===== src/core/csd_pkg.sv =====
// package for the external chip select decoder
// assumes a 24-bit external address and eight select outputs
package csd_pkg;

  localparam int unsigned ADDR_W    = 24;
  localparam int unsigned NUM_SEL   = 8;
  localparam int unsigned CODE_W    = 2;

  // window table: base and last address per output and area code
  typedef struct packed {
    logic        valid;
    logic [23:0] lo;
    logic [23:0] hi;
  } csd_win_t;

  localparam logic [7:0] SEL_RESET = 8'hff;
  localparam logic [1:0] CODE_RESET = 2'h0;

  // ***************************************************************
  // window lookup
  // ***************************************************************
  function automatic csd_win_t csd_window(input logic [2:0] sel, input logic [1:0] code);
    csd_win_t w;
    w = '{valid: 1'b1, lo: 24'h000000, hi: 24'h000000};
    case ({sel, code})
      5'h00: begin w.lo = 24'hf00000; w.hi = 24'hffffff; end
      5'h01: begin w.lo = 24'hf80000; w.hi = 24'hffffff; end
      5'h02: begin w.lo = 24'hfe0000; w.hi = 24'hffffff; end
      5'h04: begin w.lo = 24'he00000; w.hi = 24'hffffff; end
      5'h05: begin w.lo = 24'hf00000; w.hi = 24'hf7ffff; end
      5'h06: begin w.lo = 24'hfc0000; w.hi = 24'hfdffff; end
      5'h07: begin w.lo = 24'h68ff80; w.hi = 24'h68ffff; end
      5'h08: begin w.lo = 24'h003000; w.hi = 24'h003fff; end
      5'h09: begin w.lo = 24'hfa0000; w.hi = 24'hfbffff; end
      5'h0a: begin w.lo = 24'h68ff80; w.hi = 24'h68ffff; end
      5'h0b: begin w.lo = 24'h68ff00; w.hi = 24'h68ff7f; end
      5'h0c: begin w.lo = 24'hf80000; w.hi = 24'hf9ffff; end
      5'h0d: begin w.lo = 24'h68ff00; w.hi = 24'h68ff7f; end
      5'h0e: begin w.lo = 24'h68fe80; w.hi = 24'h68feff; end
      5'h0f: begin w.lo = 24'h0000c0; w.hi = 24'h0000ff; end
      5'h10: begin w.lo = 24'h002800; w.hi = 24'h002fff; end
      5'h11: begin w.lo = 24'h68fe80; w.hi = 24'h68feff; end
      5'h12: begin w.lo = 24'h0000c0; w.hi = 24'h0000ff; end
      5'h13: begin w.lo = 24'h0000e0; w.hi = 24'h0000ff; end
      5'h14: begin w.lo = 24'h68ff80; w.hi = 24'h68ffff; end
      5'h15: begin w.lo = 24'h0000c0; w.hi = 24'h0000ff; end
      5'h16: begin w.lo = 24'h0000e0; w.hi = 24'h0000ff; end
      5'h17: begin w.lo = 24'h0000d8; w.hi = 24'h0000df; end
      5'h18: begin w.lo = 24'h68ff00; w.hi = 24'h68ff7f; end
      5'h19: begin w.lo = 24'h0000c0; w.hi = 24'h0000ff; end
      5'h1a: begin w.lo = 24'h0000e0; w.hi = 24'h0000ff; end
      5'h1b: begin w.lo = 24'h0000d0; w.hi = 24'h0000d7; end
      5'h1c: begin w.lo = 24'h0000c0; w.hi = 24'h0000ff; end
      5'h1d: begin w.lo = 24'h0000e0; w.hi = 24'h0000ff; end
      5'h1e: begin w.lo = 24'h0000c8; w.hi = 24'h0000cf; end
      default: w.valid = 1'b0;
    endcase
    return w;
  endfunction

endpackage


===== src/core/csd_if.sv =====
// interface carrying the access address between the decoder modules
// assumes one clock domain
`timescale 1ns/1ps
interface csd_if;
  logic [23:0] addr;
  logic        strobe;
  logic [15:0] codes;
  logic [7:0]  hit;
  modport top  (output addr, output strobe, output codes, input hit);
  modport cmp  (input addr, input strobe, input codes, output hit);
endinterface


===== src/core/csd_cmp.sv =====
// window comparator for all eight select outputs
// assumes the caller registers the hit vector
`timescale 1ns/1ps
module csd_cmp
  import csd_pkg::*;
(
  csd_if.cmp bus
);

  always_comb
  begin
    csd_win_t w;
    w = '{valid: 1'b0, lo: 24'h000000, hi: 24'h000000};
    for (int i = 0; i < 8; i++)
    begin
      w = csd_window(3'(i), bus.codes[2*i +: 2]);
      // reserved code leaves the output idle
      bus.hit[i] = bus.strobe && w.valid && (bus.addr >= w.lo) && (bus.addr <= w.hi);
    end
  end

endmodule


===== src/core/csd_top.sv =====
// external chip select decoder top
// assumes address and strobe come from bus logic on ref_clk_i
// ***************************************************************
// Notes on behaviour
// - eight select outputs, each own two-bit code
// - select active when address in chosen window
// - output zero windows: ROM and vector area
// - output one windows per area code
// - output two windows per area code
// - output three windows per area code
// - outputs four and five windows per code
// - outputs six and seven windows, seven reserved
// ***************************************************************
`timescale 1ns/1ps
module csd_top
  import csd_pkg::*;
(
  input  wire logic        ref_clk_i,
  input  wire logic        rst_n_i,
  input  wire logic        clk_en_i,
  input  wire logic [23:0] access_addr_i,
  input  wire logic        access_valid_i,
  input  wire logic [15:0] area_select_code_i,
  output logic             select_out_zero_n_o,
  output logic             select_out_one_n_o,
  output logic             select_out_two_n_o,
  output logic             select_out_three_n_o,
  output logic             select_out_four_n_o,
  output logic             select_out_five_n_o,
  output logic             select_out_six_n_o,
  output logic             select_out_seven_n_o
);

  // ***************************************************************
  // carrier to the window comparator
  // ***************************************************************
  csd_if link ();

  // one register per pin keeps each output a plain flip-flop
  logic select_out_zero_n_d;
  logic select_out_zero_n_q;
  logic select_out_one_n_d;
  logic select_out_one_n_q;
  logic select_out_two_n_d;
  logic select_out_two_n_q;
  logic select_out_three_n_d;
  logic select_out_three_n_q;
  logic select_out_four_n_d;
  logic select_out_four_n_q;
  logic select_out_five_n_d;
  logic select_out_five_n_q;
  logic select_out_six_n_d;
  logic select_out_six_n_q;
  logic select_out_seven_n_d;
  logic select_out_seven_n_q;

  // ***************************************************************
  // access and area codes into the comparator
  // ***************************************************************
  assign link.addr   = access_addr_i;
  assign link.strobe = access_valid_i;
  assign link.codes  = area_select_code_i;

  // tables for each output live in the package lookup
  csd_cmp u_cmp (
    .bus (link.cmp)
  );

  // ***************************************************************
  // select output zero
  // ***************************************************************
  // enable low holds the last decode; one cycle latency from the access
  always_comb
  begin
    select_out_zero_n_d = select_out_zero_n_q;
    if (clk_en_i)
    begin
      select_out_zero_n_d = ~link.hit[0];
    end
  end

  always_ff @(posedge ref_clk_i or negedge rst_n_i)
  begin
    if (!rst_n_i)
    begin
      select_out_zero_n_q <= SEL_RESET[0];
    end
    else
    begin
      select_out_zero_n_q <= select_out_zero_n_d;
    end
  end

  // ***************************************************************
  // select output one
  // ***************************************************************
  always_comb
  begin
    select_out_one_n_d = select_out_one_n_q;
    if (clk_en_i)
    begin
      select_out_one_n_d = ~link.hit[1];
    end
  end

  always_ff @(posedge ref_clk_i or negedge rst_n_i)
  begin
    if (!rst_n_i)
    begin
      select_out_one_n_q <= SEL_RESET[1];
    end
    else
    begin
      select_out_one_n_q <= select_out_one_n_d;
    end
  end

  // ***************************************************************
  // select output two
  // ***************************************************************
  always_comb
  begin
    select_out_two_n_d = select_out_two_n_q;
    if (clk_en_i)
    begin
      select_out_two_n_d = ~link.hit[2];
    end
  end

  always_ff @(posedge ref_clk_i or negedge rst_n_i)
  begin
    if (!rst_n_i)
    begin
      select_out_two_n_q <= SEL_RESET[2];
    end
    else
    begin
      select_out_two_n_q <= select_out_two_n_d;
    end
  end

  // ***************************************************************
  // select output three
  // ***************************************************************
  always_comb
  begin
    select_out_three_n_d = select_out_three_n_q;
    if (clk_en_i)
    begin
      select_out_three_n_d = ~link.hit[3];
    end
  end

  always_ff @(posedge ref_clk_i or negedge rst_n_i)
  begin
    if (!rst_n_i)
    begin
      select_out_three_n_q <= SEL_RESET[3];
    end
    else
    begin
      select_out_three_n_q <= select_out_three_n_d;
    end
  end

  // ***************************************************************
  // select output four
  // ***************************************************************
  always_comb
  begin
    select_out_four_n_d = select_out_four_n_q;
    if (clk_en_i)
    begin
      select_out_four_n_d = ~link.hit[4];
    end
  end

  always_ff @(posedge ref_clk_i or negedge rst_n_i)
  begin
    if (!rst_n_i)
    begin
      select_out_four_n_q <= SEL_RESET[4];
    end
    else
    begin
      select_out_four_n_q <= select_out_four_n_d;
    end
  end

  // ***************************************************************
  // select output five
  // ***************************************************************
  always_comb
  begin
    select_out_five_n_d = select_out_five_n_q;
    if (clk_en_i)
    begin
      select_out_five_n_d = ~link.hit[5];
    end
  end

  always_ff @(posedge ref_clk_i or negedge rst_n_i)
  begin
    if (!rst_n_i)
    begin
      select_out_five_n_q <= SEL_RESET[5];
    end
    else
    begin
      select_out_five_n_q <= select_out_five_n_d;
    end
  end

  // ***************************************************************
  // select output six
  // ***************************************************************
  always_comb
  begin
    select_out_six_n_d = select_out_six_n_q;
    if (clk_en_i)
    begin
      select_out_six_n_d = ~link.hit[6];
    end
  end

  always_ff @(posedge ref_clk_i or negedge rst_n_i)
  begin
    if (!rst_n_i)
    begin
      select_out_six_n_q <= SEL_RESET[6];
    end
    else
    begin
      select_out_six_n_q <= select_out_six_n_d;
    end
  end

  // ***************************************************************
  // select output seven
  // ***************************************************************
  always_comb
  begin
    select_out_seven_n_d = select_out_seven_n_q;
    if (clk_en_i)
    begin
      select_out_seven_n_d = ~link.hit[7];
    end
  end

  always_ff @(posedge ref_clk_i or negedge rst_n_i)
  begin
    if (!rst_n_i)
    begin
      select_out_seven_n_q <= SEL_RESET[7];
    end
    else
    begin
      select_out_seven_n_q <= select_out_seven_n_d;
    end
  end

  // ***************************************************************
  // pins
  // ***************************************************************
  assign select_out_zero_n_o  = select_out_zero_n_q;
  assign select_out_one_n_o   = select_out_one_n_q;
  assign select_out_two_n_o   = select_out_two_n_q;
  assign select_out_three_n_o = select_out_three_n_q;
  assign select_out_four_n_o  = select_out_four_n_q;
  assign select_out_five_n_o  = select_out_five_n_q;
  assign select_out_six_n_o   = select_out_six_n_q;
  assign select_out_seven_n_o = select_out_seven_n_q;

endmodule


===== config.mk =====
export PLATFORM = sky130hd
export DESIGN_NAME = csd_top
export DESIGN_NICKNAME = d
export VERILOG_FILES = /design/src/core/csd_pkg.sv /design/src/core/csd_if.sv /design/src/core/csd_cmp.sv /design/src/core/csd_top.sv
export SDC_FILE = /design/constraint.sdc
export NUM_CORES = 1
export LEC_CHECK = 0
export BUFFER_PORTS_ARGS = -buffer_cell sky130_fd_sc_hd__buf_2
export CAP_MARGIN = 0
export CORE_MARGIN = 4
export CORE_UTILIZATION = 39
export CTS_BUF_LIST = sky130_fd_sc_hd__clkbuf_8
export DETAILED_ROUTE_END_ITERATION = 8
export PLACE_DENSITY_LB_ADDON = 0.1
export SYNTH_ARGS = -nofsm -noshare
export SYNTH_HDL_FRONTEND = slang
export SYNTH_SLANG_ARGS = --single-unit

===== constraint.sdc =====
create_clock -name ref_clk_i -period 1.4 [get_ports ref_clk_i]
set_input_delay 0.28 -clock ref_clk_i [delete_from_list [all_inputs] [get_ports ref_clk_i]]
set_output_delay 0.28 -clock ref_clk_i [all_outputs]
set_load 0.02 [all_outputs]

==> metrics.sh, run 1 <==
CRIT_PATH_FREQUENT_CELL='buf_6'
POSTSYNTH.TOPFLOPCELL='dfstp_2'
GLOBALPLACE.CONGESTION=0.8801
COMBINATIONALPOWERSHARE=0.774
SYN_INST=516
START_KIND='input pin'
REG2REG_SLACK_NS=0.07
SYNTHESIS.AREA_PER_INSTANCE_UM2=7.995
SYN_TO_FINAL_GROWTH_PCT=62.00
MIN_PERIOD_NS=1.892
PERIOD_SHARE=1.352
FINALHOLDVIOLCOUNT=0
CLK_LATENCY_NS=0.24
PORT_BUFFERS=51
MIN-DELAY-PATH-CLASS='input pin to asynchronous set/reset pin'
COMPOUND_GATE_FRACTION_OF_SYNTH_AREA=0.2238
UNREPAIRED_SETUP_ENDPOINTS_AFTER_GLOBAL_ROUTING='yes'
FINALINSTANCEAREA_MM2=0.006683
TIMING.CLOCK.SKEW_NS=0
HOLD_SLACK_NS=0.1563
DRT_FIRST_PASS_ITERS=5
INITIAL_UTILIZATION=0.3996
SYNTH_XOR_AREA_FRAC=0
TRACK_USAGE=0.2478
CPPEAKSTAGEDELAY_NS=0.32
CP-END-KIND='flip-flop'
DRIVE_ABOVE_1_SHARE=0.4374
IRDROPWORSTVDD_mV=0.3182
DRV_CAP=0
MAXCLOCKFREQUENCY_MHz=528.4
FINALSETUPVIOLATIONS=8
MULTI_INPUT_AREA_MM2=0.004721
REGAREA_UM2=210.2
DESIGN.FINAL.NETS=899
SYNTHESIZED_AREA_MM2=0.004125
REG2REG_FROM='select_out_three_n_o'
TIMING.SLEW.HEADROOM=0.7169
CRITICAL_PATH_CLASS='input pin to flip-flop'
VIAS_PER_CELL=5.783
PATH_MAX_FANOUT=6
POSTSYNTHREGISTERBITS=8
CHIPHEIGHT_UM=110.8
DIODES=0
WORST_PATH_DOMINANT_CELL_FAMILY='compound AO/OA/AOI/OAI gates'
COUNT_OF_FLIP_FLOPS_WITH_A_BUILT_IN_ENABLE_AFTER_SYNTHESIS=0
SYNTHESIZED_AREA_FRACTION_OCCUPIED_BY_AND_OR_NAND_NOR_CELLS=0.2102
POWER.SEQUENTIAL.FRACTION=0.103
VIAS=4806
VIOLATED_CHECKS='negative setup slack'
SYN-NUM-NETS=718
WORST_EP_REQUIRED_TIME_NS=1.58
WL_PER_CELL_UM=18.47
FLOORPLAN.ROWS=37
CTS.HTREE.LEVELS=1
SETUP_WS_NS=-0.4924
DIE_X_UM=110.8
DRTANTENNAVIOLNETS=0
POWER_FRAC_CLOCK=0.123
TIMING_WORST_SLEW_PIN_VALUE_NS=0.4208
DIE_AREA_MM2=0.01229
OUTCOME='complete, but fails checks'
P_LEAK_nW=3.042
DPL_CELL_AREA_MM2=0.005896
POSTSYNTH.ASYNCRESETSHARE=1.000
POST_SYNTH_MUX_AREA_SHARE=0
POWER.INTERNAL_W=0.001401
FILLCELLCOUNT=853
VIAS_IN_THE_FIRST_GLOBAL_ROUTE=5062
LENGTH_IN_CELLS_OF_THE_WORST_REG_TO_REG_PATH=5
WORSTPATHARRIVAL_NS=2.07
CTS_ROOT_BUFFER='clkbuf_8'
TRITONCTS='built'
SYNTH_SEQ_AREA_SHARE=0.05096
FINAL_MAX_SLEW_VIOL_COUNT=0
YOSYS.CELL_TYPES.COUNT=46
DOMINANT_COMBINATIONAL_CELL_FAMILY_BY_AREA_AFTER_SYNTHESIS='adder cells'
GRT_MAX_DEGREE=13
AREA_OF_THE_CORE_REGION_MM2=0.01032
SYNTH_ADDER_AREA_SHARE=0.4792
NUMCTSBUFFERS=3
DRCVIOLATIONCOUNT=0
POWER.DENSITY_CELL_AREA_mW_PER_MM2=380.6
CRIT-REG2REG-CAPTURE='select_out_three_n_o'
CP_SLOWEST_CELL='a211o_1'
WORST_SETUP_HOLD_PATH_CLK_SLEW_NS=0.05
CP_NUM_BUF_INV=4
ANTENNA_FOUND_INITIAL=0
YOSYSWARNINGS=0
GLOBALROUTEOVERFLOWTOTAL=0
CRITICAL_PATH_CELL_SEQUENCE='buf_6 > clkinvlp_4 > buf_6 > ha_1 > nand4_1 > nor2_1 > a211o_1 > a2111oi_4 > buf_4 > o21bai_1 > a21oi_2'
TRITONCTS_NUM_SINKS=8
NETSWITCHINGFRACTION=0.4493
WIRE_LENGTH_OF_THE_FIRST_GLOBAL_ROUTING_PASS_UM=25180
HPWLAFTERDP_UM=12190
DRT_ITER0_MARKERS=198
CTS-ROOT-TO-SINK-BUFFERS=2
IO_PINS=52
TOTALWIRELENGTH_UM=15350
NET_SWITCHING_COMPONENT_OF_THE_POWER_W=0.001143
cell usage in the layout (no fill, tap or decap), types with 5 or more instances in the layout:
cell type  synthesis  routed
and4_1             6       5
a21o_1            10      10
nand2_1           41      37
ha_4               0      48
nor4_1            10       7
o21ai_1            0       7
a21oi_2            0       8
buf_2              1      42
o21ai_0           23      15
buf_4              0     111
nor3_1             9       6
o211ai_1           7       7
nor2b_1            5       5
a211oi_1          11       7
nand3_1           15      14
o21a_1             8       8
nand4_1           18      18
a21oi_1           48      40
ha_1             158     110
buf_12             0       5
inv_1             34      25
dfstp_2            8       8
nor2_1            36      33
or2_4              0       5
buf_6              0      18
cell families after synthesis:
logic type,Yosys count
and+or+nand+nor,169
AOI/OAI and AO/OA,142
buffers and inverters,39
DFF,8
adders and majority gates,158
Yosys cell counts (5+ instances only):
cell	n	share of area
a21oi_1	48	0.058
a21o_1	10	0.018
ha_1	158	0.48
nand3_1	15	0.018
o211ai_1	7	0.013
a2111oi_0	6	0.013
nand4_1	18	0.027
nor3_1	9	0.011
a211oi_1	11	0.020
and4_1	6	0.013
nand2_1	41	0.037
inv_1	34	0.031
nor2_1	36	0.033
o21ai_0	23	0.028
or3_1	5	0.0076
dfstp_2	8	0.051
nor2b_1	5	0.0076
nor4_1	10	0.015
o21a_1	8	0.015
nand2b_1	5	0.0076
layout make-up:
type                            count  share of cell area
Multi-Input combinational cell    471              0.7064
Tap cell                          136             0.02546
Inverter                           34             0.02228
Timing Repair Buffer              179              0.2082
Clock buffer                        3            0.006179
Sequential cell                     8             0.03145
registers in the layout, indices dropped and copies added, names as in the netlist:
register,flops
select_out_three_n_o,1
select_out_five_n_o,1
select_out_seven_n_o,1
select_out_two_n_o,1
select_out_one_n_o,1
select_out_four_n_o,1
select_out_six_n_o,1
select_out_zero_n_o,1
power by group through the flow:
stage / Combinational, W / Clock (W) / Sequential [W]
6_report: 0.00197 / 0.000312 / 0.000262
3_3_place_gp: 0.00159 / 0 / 0.000264
3_5_place_dp: 0.00168 / 0 / 0.000264
4_1_cts: 0.00188 / 0.000311 / 0.000261
2_1_floorplan: 0.000906 / 0 / 0.000275
5_1_grt: 0.00220 / 0.000319 / 0.000263
through the flow:
stage               cells  worst slack, ns    util  TNS (ns)  total power [W]
floorplan             516          -0.5040       -    -2.729         0.001181
global placement      810          -0.7702  0.5711    -5.215         0.001859
detailed placement    810          -0.8366  0.5711    -5.504         0.001946
CTS                   831          -0.4632  0.6288    -2.857         0.002451
global route          831          -0.5908  0.6473    -3.441         0.002781
finish                831          -0.4924  0.6473    -2.758         0.002544
how the worst max path moves through the flow:
stage / depth (start not counted) / start / end
floorplan: 8 / area_select_code_i[1] / select_out_zero_n_o
global route: 11 / area_select_code_i[5] / select_out_two_n_o
finish: 11 / area_select_code_i[5] / select_out_two_n_o
detailed placement: 9 / area_select_code_i[1] / select_out_zero_n_o
global placement: 10 / area_select_code_i[5] / select_out_two_n_o
CTS: 11 / area_select_code_i[5] / select_out_two_n_o
routing by layer:
| layer | up-vias | part of all wire | track usage |
|---|---|---|---|
| met4 | 0 | 0.023 | 0.05911 |
| met5 | - | 0 | 0 |
| met2 | 137 | 0.49 | 0.4478 |
| li1 | 2370 | - | - |
| met1 | 2270 | 0.44 | 0.3094 |
| met3 | 29 | 0.048 | 0.03330 |
repair_timing:
| item | CTS | global route |
|---|---|---|
| setup buffers | 16 | 0 |
| setup endpoints to repair | 8 | 8 |
| pin swaps | 42 | 32 |
| resized for setup | 66 | 40 |
| hold buffers | 0 | 0 |
| gates cloned | 2 | 0 |
| hold endpoints to repair | 0 | 0 |
No activity file was read; power rests on OpenSTA's default activity.
==> run 2: changes to the inputs <==
--- a/config.mk
+++ b/config.mk
@@ -5,6 +5,7 @@
 export SDC_FILE = /design/constraint.sdc
 export NUM_CORES = 1
 export LEC_CHECK = 0
+export ABC_AREA = 1
 export BUFFER_PORTS_ARGS = -buffer_cell sky130_fd_sc_hd__buf_2
 export CAP_MARGIN = 0
 export CORE_MARGIN = 4
==> constraint.sdc (replaced) <==
create_clock -name ref_clk_i -period 1.7 [get_ports ref_clk_i]
set_input_delay 0.34 -clock ref_clk_i [delete_from_list [all_inputs] [get_ports ref_clk_i]]
set_output_delay 0.34 -clock ref_clk_i [all_outputs]
set_load 0.02 [all_outputs]
==> run 2 against run 1 <==
The run now ends clean. Clock-buffer cell count unchanged. Critical path type unchanged. Synthesized area rose by 16%. Worst hold slack gained 0.037 ns.
==> metrics.sh, run 2 <==
SYN-NUM-NETS=974  # was 718
SYNTH.MOST_COMMON_CELL='nand2_1'  # was ha_1
CP-END-KIND='flip-flop'  # unchanged
WORST_EP_REQUIRED_TIME_NS=1.86  # was 1.58 ns
CTS_ROOT_BUFFER='clkbuf_8'  # unchanged
FINALHOLDVIOLCOUNT=0  # unchanged
POSTSYNTHREGISTERBITS=8  # unchanged
CHIPHEIGHT_UM=118.8  # was 110.8 µm
VIAS=5573  # was 4,806
SETUP_TOTAL_NEGATIVE_SLACK_NS=0  # was -2.758 ns
SYNTHESIZED_AREA_MM2=0.004791  # was 0.004125 mm²
HOLD_SLACK_NS=0.1933  # was 0.1563 ns
LENGTH_IN_CELLS_OF_THE_WORST_REG_TO_REG_PATH=3  # was 5
FINAL_MAX_SLEW_VIOL_COUNT=0  # unchanged
START_KIND='input pin'  # unchanged
CLK_LATENCY_NS=0.24  # about the same
DRT_FIRST_PASS_ITERS=4  # was 5
FLOORPLAN.ROWS=40  # was 37
TRITONCTS_NUM_SINKS=8  # unchanged
CRITICAL_PATH_CLASS='input pin to flip-flop'  # unchanged
AREA_OF_THE_CORE_REGION_MM2=0.01201  # was 0.01032 mm²
ANTENNA_FOUND_INITIAL=0  # unchanged
GLOBALPLACE.CONGESTION=0.8700  # was 0.8801
YOSYSWARNINGS=0  # unchanged
MIN_PERIOD_NS=1.670
SYN_INST=772  # was 516
WIRE_LENGTH_OF_THE_FIRST_GLOBAL_ROUTING_PASS_UM=25860  # was 25,180 µm
SYNTHESIS.AREA_PER_INSTANCE_UM2=6.206  # was 7.995 µm²
PATH_MAX_FANOUT=3  # was 6
VIAS_PER_CELL=5.165  # was 5.783
POSTSYNTH.TOPFLOPCELL='dfstp_2'  # unchanged
VIAS_IN_THE_FIRST_GLOBAL_ROUTE=5344  # was 5,062
SYN_TO_FINAL_GROWTH_PCT=47.11  # was 62.00%
COUNT_OF_FLIP_FLOPS_WITH_A_BUILT_IN_ENABLE_AFTER_SYNTHESIS=0  # unchanged
CTS.HTREE.LEVELS=1  # unchanged
FINALSETUPVIOLATIONS=0  # was 8
TIMING.SLEW.HEADROOM=0.7522  # was 0.7169
CELL_TYPE_CONTRIBUTING_THE_MOST_TOTAL_CELL_AREA_AFTER_SYNTHESIS='ha_1'  # unchanged
TRACK_USAGE=0.2240  # was 0.2478
NETLIST_TOP_CELLS_COUNT='226 x nand2_1, 158 x ha_1, 103 x inv_1'  # was 158 x ha_1, 48 x a21oi_1, 41 x nand2_1
LAYOUT.CELLS.MOST_COMMON_LIST='208 x nand2_1, 116 x ha_1, 105 x buf_4'  # was 111 x buf_4, 110 x ha_1, 48 x ha_4
MIN-DELAY-PATH-CLASS='input pin to asynchronous set/reset pin'  # unchanged
SYNTH_SEQ_AREA_SHARE=0.04388  # was 0.05096
FINALINSTANCEAREA_MM2=0.007048  # was 0.006683 mm²
WL_PER_CELL_UM=15.63  # was 18.47 µm
UNREPAIRED_SETUP_ENDPOINTS_AFTER_GLOBAL_ROUTING='yes'  # unchanged
GRT_MAX_DEGREE=17  # was 13
TIMING_WORST_SLEW_PIN_VALUE_NS=0.3717  # was 0.4208 ns
YOSYS.CELL_TYPES.COUNT=29  # was 46
TIMING.CLOCK.SKEW_NS=0  # unchanged
REG2REG_FROM='select_out_four_n_o'  # was select_out_three_n_o
DIE_X_UM=118.8  # was 110.8 µm
TRITONCTS='built'  # unchanged
YOSYS.AREA.TOP_TYPE_SHARE=0.4126  # was 0.4792
CTSHOLDBUFFERS=0  # unchanged
DRT_ITER0_MARKERS=296  # was 198
P_LEAK_nW=3.644  # was 3.042 nW
OUTCOME='complete, no violations'  # was complete, but fails checks
HPWLAFTERDP_UM=13290  # was 12,190 µm
DRCVIOLATIONCOUNT=0  # unchanged
INITIAL_UTILIZATION=0.3989  # was 0.3996
YOSYS-TOP-CELLS-AREA='ha_1 41%, nand2_1 18%, inv_1 8.1%'  # was ha_1 48%, a21oi_1 5.8%, dfstp_2 5.1%
IO_PINS=52  # unchanged
DIODES=0  # unchanged
TOTALWIRELENGTH_UM=16870  # was 15,350 µm
IRDROPWORSTVDD_mV=0.1719  # was 0.3182 mV
STARTPOINT='access_addr_i[23]'  # was area_select_code_i[5]
PERIOD_SHARE=0.9826
DRV_CAP=0  # unchanged
WORST_SETUP_HOLD_PATH_CLK_SLEW_NS=0.06  # was 0.05 ns
DPL_CELL_AREA_MM2=0.006042  # was 0.005896 mm²
GLOBALROUTEOVERFLOWTOTAL=0  # unchanged
DIE_AREA_MM2=0.01412  # was 0.01229 mm²
FILLCELLCOUNT=1177  # was 853
MAXCLOCKFREQUENCY_MHz=598.6
CRIT-REG2REG-CAPTURE='select_out_four_n_o'  # was select_out_three_n_o
NUMCTSBUFFERS=3  # unchanged
WORSTPATHARRIVAL_NS=1.83  # was 2.07 ns
PORT_BUFFERS=51  # unchanged
REG2REG_SLACK_NS=0.85  # was 0.07 ns
POSTSYNTH.ASYNCRESETSHARE=1.000  # unchanged
LAYOUT_COMMONEST_CELL='nand2_1'  # was buf_4
POWER.DENSITY_CELL_AREA_mW_PER_MM2=310.9  # was 380.6 mW/mm²
CTS-ROOT-TO-SINK-BUFFERS=2  # unchanged
DESIGN.FINAL.NETS=1136  # was 899
DRTANTENNAVIOLNETS=0  # unchanged
P_TOTAL_W=0.002191  # was 0.002544 W
DRIVE_ABOVE_1_SHARE=0.3187  # was 0.4374
## run 2: changes by cell type after synthesis, moves of 7 or more
cell	change
nand2_1	+185
a211oi_1	-11
o211ai_1	-7
nor4_1	-8
inv_1	+69
nand3_1	+34
o21ai_0	-10
nor2_1	+59
a21oi_1	+7
## run 2: worst max-delay path, cell delays in order
cell,delay (ns)
buf_2,0.15
buf_4,0.16
ha_1,0.31
buf_4,0.15
a21oi_1,0.11
o21ai_0,0.14
a21oi_1,0.22
nand3_2,0.11
nand2_2,0.08
a21oi_2,0.05
## run 2: logic make-up after synthesis
| group | Yosys count | synth area share |
|---|---|---|
| simple gates | 415 | 0.3641 |
| fa+ha+maj | 158 | 0.4126 |
| buf+inv | 109 | 0.08670 |
| compound gates | 82 | 0.09271 |
| flops | 8 | 0.04388 |
## run 2: stage by stage
stage / utilization / instances / setup slack [ns]
after floorplan: - / 772 / 0.001585
after global placement: 0.5030 / 1067 / -0.3967
after detailed placement: 0.5030 / 1067 / -0.4071
after CTS: 0.5141 / 1070 / -0.03755
after global routing: 0.5868 / 1079 / -0.09067
final: 0.5868 / 1079 / 0.02952
## run 2: metal layers
layer | share of wire | up-vias | global-route usage
met5 | 0 | - | 0
met4 | 0.023 | 0 | 0.04852
met3 | 0.044 | 26 | 0.01330
met2 | 0.50 | 116 | 0.4121
met1 | 0.43 | 2527 | 0.2870
li1 | - | 2904 | -
## run 2: timing repair
item,4_1_cts,5_1_grt
setup buffers,0,10
gates resized for setup,19,163
setup endpoints to repair,4,7
cloned,0,0
pin swaps,2,72
## run 2: cell type report
cell class,instances,area (µm²),share of cell area
clock buffer,3,41.29,0.005858
timing repair buffer,162,1267,0.1798
tap,147,183.9,0.02610
inverter,104,421.7,0.05983
multi-input combinational,655,4923,0.6986
sequential,8,210.2,0.02982
## run 2: power by group
part | switching [W] | internal (W) | leakage, nW
sequential | 0.00000763 | 0.000209 | 0.0843
combinational | 0.000943 | 0.000773 | 3.54
clock | 0.000102 | 0.000156 | 0.0216
total | 0.00105 | 0.00114 | 3.64
## run 2: how the worst max path moves through the flow
stage	end	slack [ns]	cells after the start
floorplan	select_out_three_n_o	0.002	14
global placement	select_out_three_n_o	-0.40	14
detailed placement	select_out_three_n_o	-0.41	14
CTS	select_out_three_n_o	-0.04	13
global route	select_out_three_n_o	-0.09	13
finish	select_out_zero_n_o	0.03	10
==> run 3: changes to the inputs <==
--- a/config.mk
+++ b/config.mk
@@ -8,6 +8,7 @@
 export ABC_AREA = 1
 export BUFFER_PORTS_ARGS = -buffer_cell sky130_fd_sc_hd__buf_2
 export CAP_MARGIN = 0
+export CORE_ASPECT_RATIO = 2
 export CORE_MARGIN = 4
 export CORE_UTILIZATION = 39
 export CTS_BUF_LIST = sky130_fd_sc_hd__clkbuf_8
==> constraint.sdc (replaced) <==
create_clock -name ref_clk_i -period 1.75 [get_ports ref_clk_i]
set_input_delay 0.35 -clock ref_clk_i [delete_from_list [all_inputs] [get_ports ref_clk_i]]
set_output_delay 0.35 -clock ref_clk_i [all_outputs]
set_load 0.02 [all_outputs]
==> run 3 against run 2 <==
The run now ends with negative setup slack left. Clock skew unchanged. Sequential power down 2%. Core utilization down 1.7 points. Via count up 3.6%. Largest cell class unchanged. Final cell count up 1.0%. Non-clock buffer count up 9. Die area up 0.76%. Worst hold slack better by 0.030 ns. Clock power down 2%. Critical endpoint is now select_out_three_n_o. Register-to-register slack better by 0.05 ns. Sequential share of layout area up 0.062 points. Worst setup slack worse by 0.063 ns.
==> metrics.sh, run 3 (same netlist as run 2, synthesis figures left out) <==
DESIGN.FINAL.NETS=1147  # was 1,136
DPL_CELL_AREA_MM2=0.006103  # was 0.006042 mm²
VIAS_PER_CELL=5.299  # was 5.165
PORT_BUFFERS=51  # unchanged
SETUP_TOTAL_NEGATIVE_SLACK_NS=-0.03351  # was 0 ns
PATH_MAX_FANOUT=3  # unchanged
WL_MET3_UM=597  # was 750 µm
LAYOUT_COMMONEST_CELL='nand2_1'  # unchanged
UNREPAIRED_SETUP_ENDPOINTS_AFTER_GLOBAL_ROUTING='yes'  # unchanged
CRIT_PATH_FREQUENT_CELL='nand2_1'
DIE_X_UM=86.37  # was 118.8 µm
CRIT-REG2REG-CAPTURE='select_out_three_n_o'  # was select_out_four_n_o
REG2REG_FROM='select_out_three_n_o'  # was select_out_four_n_o
P_TOTAL_W=0.002098  # was 0.002191 W
HOLD_SLACK_NS=0.2232  # was 0.1933 ns
MAXCLOCKFREQUENCY_MHz=560.7
CHIPHEIGHT_UM=164.7  # was 118.8 µm
VIOLATED_CHECKS='negative setup slack'
LAYOUT.CELLS.MOST_COMMON_LIST='214 x nand2_1, 127 x ha_1, 108 x buf_4'  # was 208 x nand2_1, 116 x ha_1, 105 x buf_4
ANTENNA_FOUND_INITIAL=0  # unchanged
DIE_AREA_MM2=0.01423  # was 0.01412 mm²
TIMING_WORST_SLEW_PIN_VALUE_NS=0.3283  # was 0.3717 ns
WL_PER_CELL_UM=16.45  # was 15.63 µm
OUTCOME='complete, but fails checks'  # was complete, no violations
TRITONCTS='built'  # unchanged
DRV_CAP=0  # unchanged
DRTANTENNAVIOLNETS=0  # unchanged
CP_SLOWEST_CELL='ha_1'  # unchanged
MULTI_INPUT_AREA_MM2=0.004751  # was 0.004923 mm²
IRDROPWORSTVDD_mV=0.2891  # was 0.1719 mV
CTS_ROOT_BUFFER='clkbuf_8'  # unchanged
TOTALWIRELENGTH_UM=17930  # was 16,870 µm
DRT_ITER0_MARKERS=168  # was 296
CP_NUM_BUF_INV=5  # was 3
CTS-ROOT-TO-SINK-BUFFERS=2  # unchanged
FILLCELLCOUNT=1246  # was 1,177
TIMING.CLOCK.SKEW_NS=0  # unchanged
GLOBALROUTEOVERFLOWTOTAL=0  # unchanged
DRCVIOLATIONCOUNT=0  # unchanged
START_KIND='input pin'  # unchanged
CLK_LATENCY_NS=0.25  # was 0.24 ns
REG2REG_SLACK_NS=0.90  # was 0.85 ns
WIRELENGTH_MET1_UM=6419  # was 7259 µm
WORST_PATH_DOMINANT_CELL_FAMILY='simple AND/OR/NAND/NOR gates'  # was compound AO/OA/AOI/OAI gates
FINAL_MAX_SLEW_VIOL_COUNT=0  # unchanged
REGAREA_UM2=210.2  # unchanged
CTS.HTREE.LEVELS=1  # unchanged
POWER.DENSITY_CELL_AREA_mW_PER_MM2=303.9  # was 310.9 mW/mm²
MIN_PERIOD_NS=1.784
HPWLAFTERDP_UM=14760  # was 13,290 µm
GLOBALPLACE.CONGESTION=0.9249  # was 0.8700
CRITICAL_PATH_CELL_SEQUENCE='buf_2 > inv_1 > ha_4 > inv_1 > buf_4 > ha_1 > nand2_1 > nand3b_1 > nor2_2 > nand2_1 > nand3_1 > nand2_1 > nand3_1 > nand2_1 > inv_1'  # was buf_2 > buf_4 > ha_1 > buf_4 > a21oi_1 > o21ai_0 > a21oi_1 > nand3_2 > nand2_2 > a21oi_2
SETUP_WS_NS=-0.03351  # was 0.02952 ns
MIN-DELAY-PATH-CLASS='input pin to asynchronous set/reset pin'  # unchanged
VIAS_IN_THE_FIRST_GLOBAL_ROUTE=5793  # was 5,344
CRITICAL_PATH_CLASS='input pin to flip-flop'  # unchanged
DETAILEDPLACE.WORSTSLACK_NS=-0.3843  # was -0.4071 ns
DIODES=0  # unchanged
DRT_FIRST_PASS_ITERS=4  # unchanged
PERIOD_SHARE=1.019
WORST_EP_REQUIRED_TIME_NS=1.95  # was 1.86 ns
P_LEAK_nW=3.663  # was 3.644 nW
CTSHOLDBUFFERS=0  # unchanged
FINALSETUPVIOLATIONS=1  # was 0
IO_PINS=52  # unchanged
WORST_SETUP_HOLD_PATH_CLK_SLEW_NS=0.05  # was 0.06 ns
GRT_MAX_DEGREE=18  # was 17
INITIAL_UTILIZATION=0.3951  # was 0.3989
FLOORPLAN.ROWS=57  # was 40
LENGTH_IN_CELLS_OF_THE_WORST_REG_TO_REG_PATH=3  # unchanged
DRIVE_ABOVE_1_SHARE=0.3054  # was 0.3187
ROUTE.MET2.WL_UM=9578  # was 8465 µm
WORSTPATHARRIVAL_NS=1.98  # was 1.83 ns
VIAS=5776  # was 5,573
NUMCTSBUFFERS=3  # unchanged
HIGHEST_LAYER='met4'  # unchanged
TIMING.SLEW.HEADROOM=0.7791  # was 0.7522
WIRE_LENGTH_OF_THE_FIRST_GLOBAL_ROUTING_PASS_UM=27170  # was 25,860 µm
CP-END-KIND='flip-flop'  # unchanged
FINALINSTANCEAREA_MM2=0.006904  # was 0.007048 mm²
CPPEAKSTAGEDELAY_NS=0.29  # was 0.31 ns
TRACK_USAGE=0.2453  # was 0.2240
FINALHOLDVIOLCOUNT=0  # unchanged
TRITONCTS_NUM_SINKS=8  # unchanged
AREA_OF_THE_CORE_REGION_MM2=0.01212  # was 0.01201 mm²
SYN_TO_FINAL_GROWTH_PCT=44.11  # was 47.11%
[run 3: how the worst max path moves through the flow]
| stage | cells after the start | end | slack (ns) | from |
|---|---|---|---|---|
| final | 15 | select_out_three_n_o | -0.03 | area_select_code_i[6] |
| after global routing | 15 | select_out_three_n_o | -0.17 | area_select_code_i[6] |
| after CTS | 10 | select_out_one_n_o | -0.03 | area_select_code_i[2] |
| after detailed placement | 11 | select_out_one_n_o | -0.38 | area_select_code_i[2] |
| after global placement | 14 | select_out_six_n_o | -0.37 | area_select_code_i[13] |
| after floorplan | 10 | select_out_zero_n_o | -0.001 | area_select_code_i[0] |
[run 3: layout make-up]
cell class / count / share of cell area
Clock buffer: 3 / 0.005980
Inverter: 104 / 0.05835
Multi-Input combinational cell: 655 / 0.6881
Sequential cell: 8 / 0.03045
Tap cell: 147 / 0.02664
Timing Repair Buffer: 171 / 0.1883
Timing Repair inverter: 2 / 0.002175
[run 3: where the power goes]
part           leakage, nW  total, W  internal, W  switching (W)
clock               0.0216  0.000252     0.000152       0.000101
combinational         3.56   0.00163     0.000725       0.000907
sequential          0.0843  0.000213     0.000204     0.00000964
total                 3.66   0.00210      0.00108        0.00102
[run 3: layer usage]
layer,vias up,track usage
li1,2910,-
met1,2643,0.2417
met2,149,0.4676
met3,74,0.01947
met4,0,0.1681
met5,-,0
[run 3: worst register-to-register path: stages, from the launching register on]
cell,delay [ns]
dfstp_2,0.40
or2_2,0.29
nand2_1,0.06
inv_1,0.03
[run 3: per-stage QoR]
step           utilization  std cells
2_1_floorplan            -        772
3_3_place_gp        0.5034       1077
3_5_place_dp        0.5034       1077
4_1_cts             0.5110       1081
5_1_grt             0.5695       1090
6_report            0.5695       1090
[run 3: timing repair]
item / CTS / global route
buffers inserted: 0 / 8
setup endpoints to repair: 6 / 7
pin swaps: 1 / 53
resized for setup: 15 / 129
cloned: 1 / 1
hold endpoints to repair: 0 / 0
